==> src/verilog/fcs_defines.vh <==
// Constants for the configuration sequencer: states, timings and pin codes.
`ifndef FCS_DEFINES_VH
`define FCS_DEFINES_VH

// Clock period in picoseconds (200 MHz core clock).
`define FCS_CLK_PERIOD_PS 5000
// Power-on reset duration in milliseconds.
`define FCS_POR_TIME_MS 100
// Power-on reset duration in clock cycles: 100 ms of 5 ns cycles, sized to the counter.
`define FCS_POR_CYCLES 25'h1312d00
// Width of the power-on counter.
`define FCS_POR_W 25
// Last stage-counter value of the reset stage before configuration; the stage lasts nine cycles.
`define FCS_RST_STAGE_CYCLES 8'h08
// Last stage-counter value of the initialization stage; the stage lasts seventeen cycles.
`define FCS_INIT_CYCLES 8'h10
// Stage-counter cycles before a low status is believed in the configuration stage.
`define FCS_STATUS_SETTLE 8'h03
// Width of the stage counter.
`define FCS_STAGE_W 8

// Sequencer state codes.
`define FCS_ST_POR 3'h0
`define FCS_ST_WAIT 3'h1
`define FCS_ST_RESET 3'h2
`define FCS_ST_CONFIG 3'h3
`define FCS_ST_INIT 3'h4
`define FCS_ST_USER 3'h5
`define FCS_ST_W 3

// Scheme select codes.
`define FCS_SCHEME_ACTIVE 2'h0
`define FCS_SCHEME_PASSIVE 2'h1

`endif

==> src/verilog/fcs_config_sequencer.v <==
// Power-up and configuration sequencer of the programmable logic device.
`timescale 1ns/1ps
`default_nettype none
`include "fcs_defines.vh"

module fcs_config_sequencer #(
    parameter [`FCS_POR_W-1:0] POR_CYCLES = `FCS_POR_CYCLES
) (
    input wire i_core_clk,
    input wire i_rst,
    input wire i_config_status_n,
    input wire i_config_complete_flag,
    input wire i_chain_enable_in_n,
    input wire i_reconfig_request_n,
    input wire [1:0] i_scheme_select,
    input wire i_serial_memory_data_in,
    input wire i_scan_config_done,
    input wire i_config_data_done,
    input wire i_config_error,
    output reg o_config_status_n_out,
    output reg o_config_status_n_oe_n,
    output reg o_config_complete_flag_out,
    output reg o_config_complete_flag_oe_n,
    output reg o_chain_enable_out_n,
    output reg o_serial_command_out,
    output reg o_serial_load_enable,
    output reg o_serial_data_bit,
    output reg o_user_io_oe_n,
    output reg o_user_io_pullup_en,
    output reg o_user_mode,
    output reg o_stage_reset,
    output reg o_stage_config,
    output reg o_stage_init
);

    ////////////////////////////////////////////////////////////////////////////
    // Input synchronisers.

    // Two flops per pin; only the second stage is read by logic.
    reg [5:0] sync1_q;
    reg [5:0] sync2_q;
    wire [5:0] pins_in = {i_config_status_n, i_config_complete_flag, i_chain_enable_in_n,
                          i_reconfig_request_n, i_serial_memory_data_in, i_scan_config_done};

    // Capture pins into the two-stage synchroniser.
    // Reset loads the idle high level, so no false low follows reset.
    always @(posedge i_core_clk) begin
        if (i_rst) begin
            sync1_q <= 6'h3f;
            sync2_q <= 6'h3f;
        end else begin
            sync1_q <= pins_in;
            sync2_q <= sync1_q;
        end
    end

    // Synchronised views of the pins.
    wire status_s = sync2_q[5];
    wire done_s = sync2_q[4];
    wire ce_n_s = sync2_q[3];
    wire reconf_n_s = sync2_q[2];
    wire mem_data_s = sync2_q[1];
    wire scan_done_s = sync2_q[0];

    ////////////////////////////////////////////////////////////////////////////
    // Sequencer state.

    reg [`FCS_ST_W-1:0] state_q;
    reg [`FCS_ST_W-1:0] state_d;
    reg [`FCS_POR_W-1:0] por_cnt_q;
    reg [`FCS_STAGE_W-1:0] stage_cnt_q;
    // Set once a scan configuration is accepted; held until a restart.
    reg scan_cfg_q;
    // The scheme select is a static strap, read without synchronising.
    wire active_serial = (i_scheme_select == `FCS_SCHEME_ACTIVE);
    // A reconfiguration request or a neighbour pulling status low forces a restart from configuration or initialization.
    wire restart = (~reconf_n_s) | (~status_s);
    // Our own reset-stage pull on status needs a few cycles to leave the synchroniser.
    wire status_settled = (stage_cnt_q >= `FCS_STATUS_SETTLE);

    // Next-state logic for the configuration cycle.
    always @* begin
        state_d = state_q;
        case (state_q)
            `FCS_ST_POR: begin
                if (por_cnt_q == POR_CYCLES) begin
                    state_d = `FCS_ST_WAIT;
                end
            end
            `FCS_ST_WAIT: begin
                // Enter configuration mode only when status is seen high.
                if (status_s && reconf_n_s) begin
                    state_d = `FCS_ST_RESET;
                end
            end
            `FCS_ST_RESET: begin
                // Reset stage ends after a fixed count, then configuration.
                if (stage_cnt_q == `FCS_RST_STAGE_CYCLES) begin
                    state_d = `FCS_ST_CONFIG;
                end
            end
            `FCS_ST_CONFIG: begin
                // A low status is believed only once our own pull has cleared, or the
                // stage would end at once on the echo of the reset stage.
                if ((restart && status_settled) || !reconf_n_s || i_config_error) begin
                    state_d = `FCS_ST_WAIT;
                end else if (scan_done_s || (!ce_n_s && i_config_data_done && done_s)) begin
                    // Done is wired-AND: all devices must release before init, unless a scan configuration finished.
                    state_d = `FCS_ST_INIT;
                end
            end
            `FCS_ST_INIT: begin
                if (restart) begin
                    state_d = `FCS_ST_WAIT;
                end else if (stage_cnt_q == `FCS_INIT_CYCLES) begin
                    state_d = `FCS_ST_USER;
                end
            end
            `FCS_ST_USER: begin
                if (!reconf_n_s) begin
                    state_d = `FCS_ST_WAIT;
                end
            end
            default: begin
                state_d = `FCS_ST_POR;
            end
        endcase
    end

    // State register and counters.
    always @(posedge i_core_clk) begin
        if (i_rst) begin
            state_q <= `FCS_ST_POR;
            por_cnt_q <= {`FCS_POR_W{1'b0}};
            stage_cnt_q <= {`FCS_STAGE_W{1'b0}};
            scan_cfg_q <= 1'b0;
        end else begin
            state_q <= state_d;
            // Power-on counter runs only during power-on reset.
            if (state_q == `FCS_ST_POR && por_cnt_q != POR_CYCLES) begin
                por_cnt_q <= por_cnt_q + 1'b1;
            end
            // Stage counter restarts on every state change.
            if (state_d != state_q) begin
                stage_cnt_q <= {`FCS_STAGE_W{1'b0}};
            end else begin
                stage_cnt_q <= stage_cnt_q + 1'b1;
            end
            // Remember a scan configuration for chain hand-off.
            if (state_q == `FCS_ST_CONFIG && scan_done_s) begin
                scan_cfg_q <= 1'b1;
            end else if (state_q == `FCS_ST_WAIT) begin
                scan_cfg_q <= 1'b0;
            end
        end
    end

    ////////////////////////////////////////////////////////////////////////////
    // Registered outputs.

    // All pins and indicators are driven from flip-flops.
    always @(posedge i_core_clk) begin
        if (i_rst) begin
            // Power-on: status and done pulled low, user pins tri-stated.
            o_config_status_n_out <= 1'b0;
            o_config_status_n_oe_n <= 1'b0;
            o_config_complete_flag_out <= 1'b0;
            o_config_complete_flag_oe_n <= 1'b0;
            o_chain_enable_out_n <= 1'b1;
            o_serial_command_out <= 1'b0;
            o_serial_load_enable <= 1'b0;
            o_serial_data_bit <= 1'b0;
            o_user_io_oe_n <= 1'b1;
            o_user_io_pullup_en <= 1'b1;
            o_user_mode <= 1'b0;
            o_stage_reset <= 1'b0;
            o_stage_config <= 1'b0;
            o_stage_init <= 1'b0;
        end else begin
            // Open-drain: output value is always low, only the enable moves.
            o_config_status_n_out <= 1'b0;
            o_config_complete_flag_out <= 1'b0;
            // Status pulled low in power-on, reset stage, or on error.
            o_config_status_n_oe_n <= ~(state_d == `FCS_ST_POR || state_d == `FCS_ST_RESET
                                        || (state_q == `FCS_ST_CONFIG && i_config_error));
            // Done held low until this device has its data.
            o_config_complete_flag_oe_n <= ~(state_d == `FCS_ST_POR || state_d == `FCS_ST_WAIT
                || state_d == `FCS_ST_RESET
                || (state_d == `FCS_ST_CONFIG && !i_config_data_done));
            // Chain enable passes on once this device has finished.
            o_chain_enable_out_n <= ~(state_d == `FCS_ST_INIT || state_d == `FCS_ST_USER
                                      || scan_cfg_q);
            // Active serial command path talks to the memory in configuration.
            o_serial_load_enable <= active_serial && !ce_n_s && state_d == `FCS_ST_CONFIG;
            // Command output trails the load enable by one cycle, so the memory sees the load first.
            o_serial_command_out <= active_serial && !ce_n_s && state_q == `FCS_ST_CONFIG;
            o_serial_data_bit <= mem_data_s;
            // User pins tri-stated with weak pull-ups until user mode.
            o_user_io_oe_n <= (state_d != `FCS_ST_USER);
            o_user_io_pullup_en <= (state_d != `FCS_ST_USER);
            o_user_mode <= (state_d == `FCS_ST_USER);
            o_stage_reset <= (state_d == `FCS_ST_RESET);
            o_stage_config <= (state_d == `FCS_ST_CONFIG);
            o_stage_init <= (state_d == `FCS_ST_INIT);
        end
    end

endmodule // fcs_config_sequencer

`default_nettype wire

==> config.mk <==
export PLATFORM = sky130hd
export DESIGN_NAME = fcs_config_sequencer
export DESIGN_NICKNAME = d
export VERILOG_FILES = /design/src/verilog/fcs_config_sequencer.v
export VERILOG_INCLUDE_DIRS = /design/src /design/src/verilog
export SDC_FILE = /design/constraint.sdc
export NUM_CORES = 1
export LEC_CHECK = 0
export BUFFER_PORTS_ARGS = -buffer_cell sky130_fd_sc_hd__buf_2
export CORE_ASPECT_RATIO = 0.5
export CORE_MARGIN = 2
export CORE_UTILIZATION = 40
export DETAILED_ROUTE_END_ITERATION = 10
export PLACE_DENSITY_LB_ADDON = 0.2
export SETUP_SLACK_MARGIN = 0.3
export SLEW_MARGIN = 40
export SYNTH_ARGS = -nofsm -noshare
export SYNTH_HDL_FRONTEND = slang
export SYNTH_SLANG_ARGS = --single-unit
==> constraint.sdc <==
create_clock -name i_core_clk -period 3 [get_ports i_core_clk]
set_clock_uncertainty 0.2 [all_clocks]
set_input_delay 0.3 -clock i_core_clk [delete_from_list [all_inputs] [get_ports i_core_clk]]
set_output_delay 0.3 -clock i_core_clk [all_outputs]
set_load 0.01 [all_outputs]
==> impl_results.md, run 1 <==
- Status: complete, no violations
- Number of nets in the layout: 335
- Final cycle utilization of the critical path: 0.853
- Final worst hold slack: 67.5 ps
- Cell depth of the worst flop-to-flop path: 6
- Number of antenna violations at the first check in global routing: 0
- Number of antenna cells inserted: 0
- Cells after synthesis: 286
- Worst IR drop on VDD: 0.395 mV
- Fmax: 391 MHz
- Die footprint: 7410 µm²
- Final count of pins violating max slew: 0
- Global-route wire length before repair: 9200 µm
- Max cap viols: 0
- Number of distinct library cells after synthesis: 48
- Die Width: 120 µm
- Via count of the first global-routing pass: 1994
- Pin count of the biggest net entering global routing: 28
- Cell area after synthesis: 2680 µm²
- Capturing point of the worst reg2reg path: stage_cnt_q[7]
- End point of the critical path: stage_cnt_q[7]
- Number of flops mapped to enable cells by yosys: 0
- Vias after detailed routing: 2105
- Worst Hold Depth: 3
- Most frequent cells in the layout: 60 x sky130_fd_sc_hd__dfxtp_1, 30 x sky130_fd_sc_hd__nor2_1, 23 x sky130_fd_sc_hd__buf_2
- Clock slew at the register clock pins of the worst setup and hold paths: 50 ps
- Clock tree sinks: 60
- Worst-skew pair later-pin latency: 320 ps
- Detailed Route WL: 5550 µm
- Setup slack of the most critical reg-to-reg path: 440 ps
- Critical path origin: stage_cnt_q[0]
- Final std cell area, no fill: 3320 µm²
- Count of input and output buffers: 23
- Dominant synthesized flop cell: sky130_fd_sc_hd__dfxtp_1
- Average wire length per cell after detail routing: 13.3 µm
- Power density cells: 628 nW/µm²
- Initial core utilization: 0.407
- Max H-tree Level: 3
- Register area share after synthesis: 0.448
- Die boundary height: 61.9 µm
- Asr flop ratio synth: 0
- Time the final worst path needs with I/O delays and setup: 2560 ps
- Mean number of vias per cell: 5.06
- Average footprint of a synthesized cell: 9.38 µm²
- Detailed router's first-iteration violation count: 141
- Worst relative slew slack: 0.612
- Class of the most critical hold timing path: primary input to flip-flop
- Total routing usage reported by global routing: 0.160
- Clock Tree Root: sky130_fd_sc_hd__clkbuf_16
- Most frequent standard cell in the layout excluding fill and tap cells: sky130_fd_sc_hd__dfxtp_1
- Core box area: 6600 µm²
- Data arrival at the endpoint of the critical path: 2600 ps
- Overall overflow remaining after global route: 0
- Category of the most critical setup path: flip-flop to flip-flop
- Core Rows: 21
- # setup viols final: 0
- Crit start category: flip-flop
- Worst-Margin Slew: 578 ps
- Hold Vio Cnt, Final: 0
- Residual DRC count: 0
- Count of antenna-violating nets left after detailed routing: 0
- Total Power Consumption: 2080 µW
- Number of buffers created by CTS: 9
- Max Buffers Root-to-Sink: 2
- Dpl cell area: 2890 µm²
- 1st-pass router iterations: 6
- Final-layout setup total negative slack: 0 ps
- Leakage power summed over all cells: 0.00126 µW
- Flip-flop and latch count after synthesis: 60
- Weighted congestion at the end of routability-driven global placement: 0.872
- Count of warnings emitted by yosys: 0
- Share of cells above drive strength 1: 0.219
- Io pins: 26
- Maximum net fanout on the critical path: 8
- DP Wirelength: 3660 µm
- Launch point of the worst reg-to-reg path: stage_cnt_q[0]
- Unrepaired setup endpoints after global routing: no
- Crit path capture type: flip-flop
- Clock tree from TritonCTS: done
- Worst EP required: 3040 ps
- Syn-to-layout area delta: 23.8%
-- where the power goes --
group	internal [µW]	switching [µW]	total, µW
clock network	833	354	1190
registers	813	13.6	827
logic	34.9	35.9	70.9
total	1680	404	2080
-- repair_timing --
item                       in CTS  in global routing
hold buffers                    7                  0
gates resized for setup         0                  2
hold endpoints to repair        7                  0
buffers inserted                0                  0
setup endpoints to repair       0                 11
-- area by class of cell --
cell class,instances,area [µm²]
Clock buffer,10,239
Clock inverter,6,111
Fill cell,618,3280
Inverter,15,56.3
Multi-Input combinational cell,197,1370
Sequential cell,60,1200
Tap cell,92,115
Timing Repair Buffer,36,230
-- how the worst min path moves through the flow --
stage / start / endpoint / slack (ps)
floorplan: sync1_q[0] / sync2_q[0] / 190
global route: i_scheme_select[0] / o_serial_command_out / 90
finish: i_config_data_done / o_config_complete_flag_oe_n / 70
detailed placement: sync1_q[4] / sync2_q[4] / 190
global placement: sync1_q[1] / sync2_q[1] / 190
CTS: i_scheme_select[0] / o_serial_command_out / 60
-- Yosys cell counts (all sizes together), types with 2 or more instances --
cell      n  area share
nand3b    2      0.0056
nor2     30       0.042
a31oi     3      0.0070
nand3    16       0.030
a211oi    8       0.037
nor4      6       0.022
nor3b     3      0.0084
nand2b    2      0.0047
or2      13       0.030
nand4     7       0.016
nor2b     4      0.0093
and2      2      0.0047
a21oi     3      0.0070
and3      8       0.019
o2111ai   4       0.013
xor2     17       0.056
xnor2    11       0.036
nand2     5      0.0070
or3       5       0.012
nor3      9       0.017
o211ai    7       0.020
buf       4       0.013
nor4b     6       0.020
o21ai     5      0.0093
and4      2      0.0065
dfxtp    60        0.45
inv      15       0.021
ha        4       0.019
clkbuf   11       0.015
-- logic make-up (layout without fill, tap and decap cells) --
kind of cell	after synthesis	count (layout)	synth area share
AO/OA/AOI/OAI	39	39	0.123
XOR/XNOR	28	28	0.0915
adder cells (fa/ha/maj)	4	4	0.0187
buffers and inverters	30	67	0.0490
flip-flops	60	60	0.448
multiplexers	2	2	0.00793
other	1	2	0.00140
AND/OR/NAND/NOR	122	122	0.260
-- sequential cells by signal, summed over array words and instances (netlist names) --
register / flops
stage_cnt_q: 8
por_cnt_q: 25
o_config_complete_flag_oe_n: 1
o_stage_reset: 1
o_serial_command_out: 1
sync2_q: 6
o_user_io_pullup_en: 1
o_stage_config: 1
sync1_q: 6
o_config_status_n_oe_n: 1
scan_cfg_q: 1
o_user_mode: 1
o_stage_init: 1
state_q: 3
o_serial_data_bit: 1
o_chain_enable_out_n: 1
o_serial_load_enable: 1
-- layer usage --
layer | global-route usage | wire length, µm
met1 | 0.183 | 2540
met2 | 0.296 | 2810
met3 | 0.0465 | 135
met4 | 0.0605 | 60
met5 | 0 | 0
-- per-stage QoR --
stage          utilization  std cells  setup WS (ps)
2_1_floorplan            -        287            627
3_3_place_gp         0.437        393            403
3_5_place_dp         0.437        393            332
4_1_cts              0.501        416            319
5_1_grt              0.503        416            332
6_report             0.503        416            441
-- critical path, cell delays in order, from the launching register on --
cell,delay [ps]
sky130_fd_sc_hd__dfxtp_1,360
sky130_fd_sc_hd__ha_1,280
sky130_fd_sc_hd__nor3_1,210
sky130_fd_sc_hd__a21oi_2,120
sky130_fd_sc_hd__o41a_1,430
sky130_fd_sc_hd__or4b_4,660
sky130_fd_sc_hd__a211oi_2,220
No activity file was read; power rests on OpenSTA's default activity.
==> run 2: changes to the inputs <==
--- a/config.mk
+++ b/config.mk
@@ -7,7 +7,6 @@
 export NUM_CORES = 1
 export LEC_CHECK = 0
 export BUFFER_PORTS_ARGS = -buffer_cell sky130_fd_sc_hd__buf_2
-export CORE_ASPECT_RATIO = 0.5
 export CORE_MARGIN = 2
 export CORE_UTILIZATION = 40
 export DETAILED_ROUTE_END_ITERATION = 10
==> constraint.sdc (replaced) <==
create_clock -name i_core_clk -period 3.2 [get_ports i_core_clk]
set_clock_uncertainty 0.2 [all_clocks]
set_input_delay 0.32 -clock i_core_clk [delete_from_list [all_inputs] [get_ports i_core_clk]]
set_output_delay 0.32 -clock i_core_clk [all_outputs]
set_load 0.01 [all_outputs]
==> run 2 against run 1 <==
- global-route usage down 0.77 points
- worst hold slack lost 22 ps
- critical path depth stayed put
- flip-flop and latch count is the same
- total power is 31% lower
- worst setup slack improved by 74 ps
- combinational power down 8.2%
- clock-buffer cell count is 1 lower
- sequential share of layout area up 2.4 points
==> impl_results.md, run 2 (synthesis gave the netlist of run 1 again) <==
- Crit path capture type: flip-flop
- Global-route wire length before repair: 8940 µm
- Leakage power summed over all cells: 0.00117 µW
- Pin count of the biggest net entering global routing: 33
- Count of antenna-violating nets left after detailed routing: 0
- Vias after detailed routing: 2095
- Number of antenna cells inserted: 0
- Initial core utilization: 0.417
- Source of the worst hold timing path: i_scheme_select[0]
- End point of the critical path: stage_cnt_q[6]
- Cell depth of the worst flop-to-flop path: 6
- Unrepaired setup endpoints after global routing: no
- Clock Tree Root: sky130_fd_sc_hd__clkbuf_8
- Proportion of total power due to net switching: 0.251
- Weighted congestion at the end of routability-driven global placement: 0.788
- Core Rows: 29
- # setup viols final: 0
- Setup slack of the most critical reg-to-reg path: 510 ps
- Worst IR drop on VDD: 0.274 mV
- Hold Vio Cnt, Final: 0
- Category of the most critical setup path: flip-flop to flip-flop
- Number of antenna violations at the first check in global routing: 0
- Clock slew at the register clock pins of the worst setup and hold paths: 80 ps
- Portion of total power attributed to sequential cells: 0.538
- Final count of pins violating max slew: 0
- Die footprint: 7370 µm²
- Worst-skew pair later-pin latency: 340 ps
- Syn-to-layout area delta: 16.1%
- Worst EP required: 3260 ps
- Max FFs per register: 25
- # resized after CTS: 0
- Largest register by flop count: por_cnt_q
- Residual DRC count: 0
- Die boundary height: 85.9 µm
- DP Wirelength: 3580 µm
- Critical path origin: stage_cnt_q[0]
- Cell Int Power: 1080 µW
- Max H-tree Level: 3
- Final core utilization: 0.485
- Detailed Route WL: 5190 µm
- Detailed router's first-iteration violation count: 134
- Overall overflow remaining after global route: 0
- Worst relative slew slack: 0.525
- Clock tree from TritonCTS: done
- Crit start category: flip-flop
- 1st-pass router iterations: 4
- Number of buffers created by CTS: 9
- Final-layout setup total negative slack: 0 ps
- Data arrival at the endpoint of the critical path: 2740 ps
- Number of nets in the layout: 335
- Via count of the first global-routing pass: 1997
- Worst-Margin Slew: 707 ps
- Die Width: 85.9 µm
- Time the final worst path needs with I/O delays and setup: 2690 ps
- Launch point of the worst reg-to-reg path: stage_cnt_q[0]
- Share of power burned in the clock network: 0.417
- Capturing point of the worst reg2reg path: stage_cnt_q[6]
- Io pins: 26
- Top Registers: por_cnt_q (25), stage_cnt_q (8)
- Final critical-path setup slack: 515 ps
- Max cap viols: 0
- Core box area: 6420 µm²
- Total net switching power: 361 µW
- Power density cells: 462 nW/µm²
- Mean number of vias per cell: 5.22
- Average wire length per cell after detail routing: 13.0 µm
- Final worst hold slack: 45.3 ps
- Total routing usage reported by global routing: 0.152
- Proportion of power drawn by combinational gates: 0.045
- Status: complete, no violations
- Clock tree sinks: 60
- Most frequent standard cell in the layout excluding fill and tap cells: sky130_fd_sc_hd__dfxtp_1
- Most frequent cells in the layout: 60 x sky130_fd_sc_hd__dfxtp_1, 30 x sky130_fd_sc_hd__nor2_1, 23 x sky130_fd_sc_hd__buf_2
- Share of cells above drive strength 1: 0.216
- Max Buffers Root-to-Sink: 2
- Count of input and output buffers: 23
- Place WS: 527 ps
- Class of the most critical hold timing path: primary input to flip-flop
- Final cycle utilization of the critical path: 0.839
- Fmax: 372 MHz
- Maximum net fanout on the critical path: 8
[run 2: cell count changes in the layout (fill, tap and decap cells not counted), sizes merged]
| cell | change |
|---|---|
| bufinv | -3 |
| clkbuf | -1 |
| clkinv | +3 |
| inv | +1 |
[run 2: repair_timing]
action                                  in CTS  in global routing
endpoints found under the setup margin       0                  0
hold endpoints to repair                     7                  0
hold buffers                                 7                  0
setup buffers                                0                  0
[run 2: power by group through the flow]
| stage | Combinational (µW) | Clock (µW) | Sequential, µW |
|---|---|---|---|
| finish | 65.1 | 600 | 774 |
| global route | 75.1 | 658 | 775 |
| CTS | 66.1 | 623 | 773 |
| detailed placement | 59.4 | 0 | 791 |
| global placement | 58.7 | 0 | 790 |
| floorplan | 44.6 | 0 | 788 |
[run 2: worst min path at each step]
stage / end / cells past startpoint / slack (ps)
finish: o_serial_command_out / 3 / 50
global route: o_serial_command_out / 3 / 50
CTS: o_serial_command_out / 3 / 30
detailed placement: sync2_q[5] / 1 / 190
global placement: sync2_q[3] / 1 / 190
floorplan: sync2_q[0] / 1 / 190
[run 2: layout make-up]
class	instances	area, µm²
flip-flops and latches	60	1200
inverters	15	56.3
repair buffers	36	230
clock buffers	9	124
fillers	615	3310
multi-input cells	197	1350
well taps	77	96.3
clock inverters	7	52.6
[run 2: routing by layer]
metal,vias up,global-route usage,part of all wire,wire (µm)
li1,1077,-,-,-
met1,974,0.207,0.51,2650
met3,7,0.0433,0.034,177
met5,-,0,0,0
met2,37,0.225,0.45,2310
met4,0,0.0664,0.011,55
[run 2: critical path, stage by stage, from the launching register on]
cell                       delay, ps
sky130_fd_sc_hd__dfxtp_1         370
sky130_fd_sc_hd__ha_1            270
sky130_fd_sc_hd__nor3_1          210
sky130_fd_sc_hd__a21oi_2         120
sky130_fd_sc_hd__o41a_1          410
sky130_fd_sc_hd__or4b_1          770
sky130_fd_sc_hd__a211oi_2        250
[run 2: through the flow]
stage / power, µW / cell area (µm²) / instances
4_1_cts: 1460 / 3110 / 401
3_5_place_dp: 850 / 2870 / 378
5_1_grt: 1510 / 3110 / 401
2_1_floorplan: 832 / 2690 / 287
6_report: 1440 / 3110 / 401
3_3_place_gp: 849 / 2870 / 378
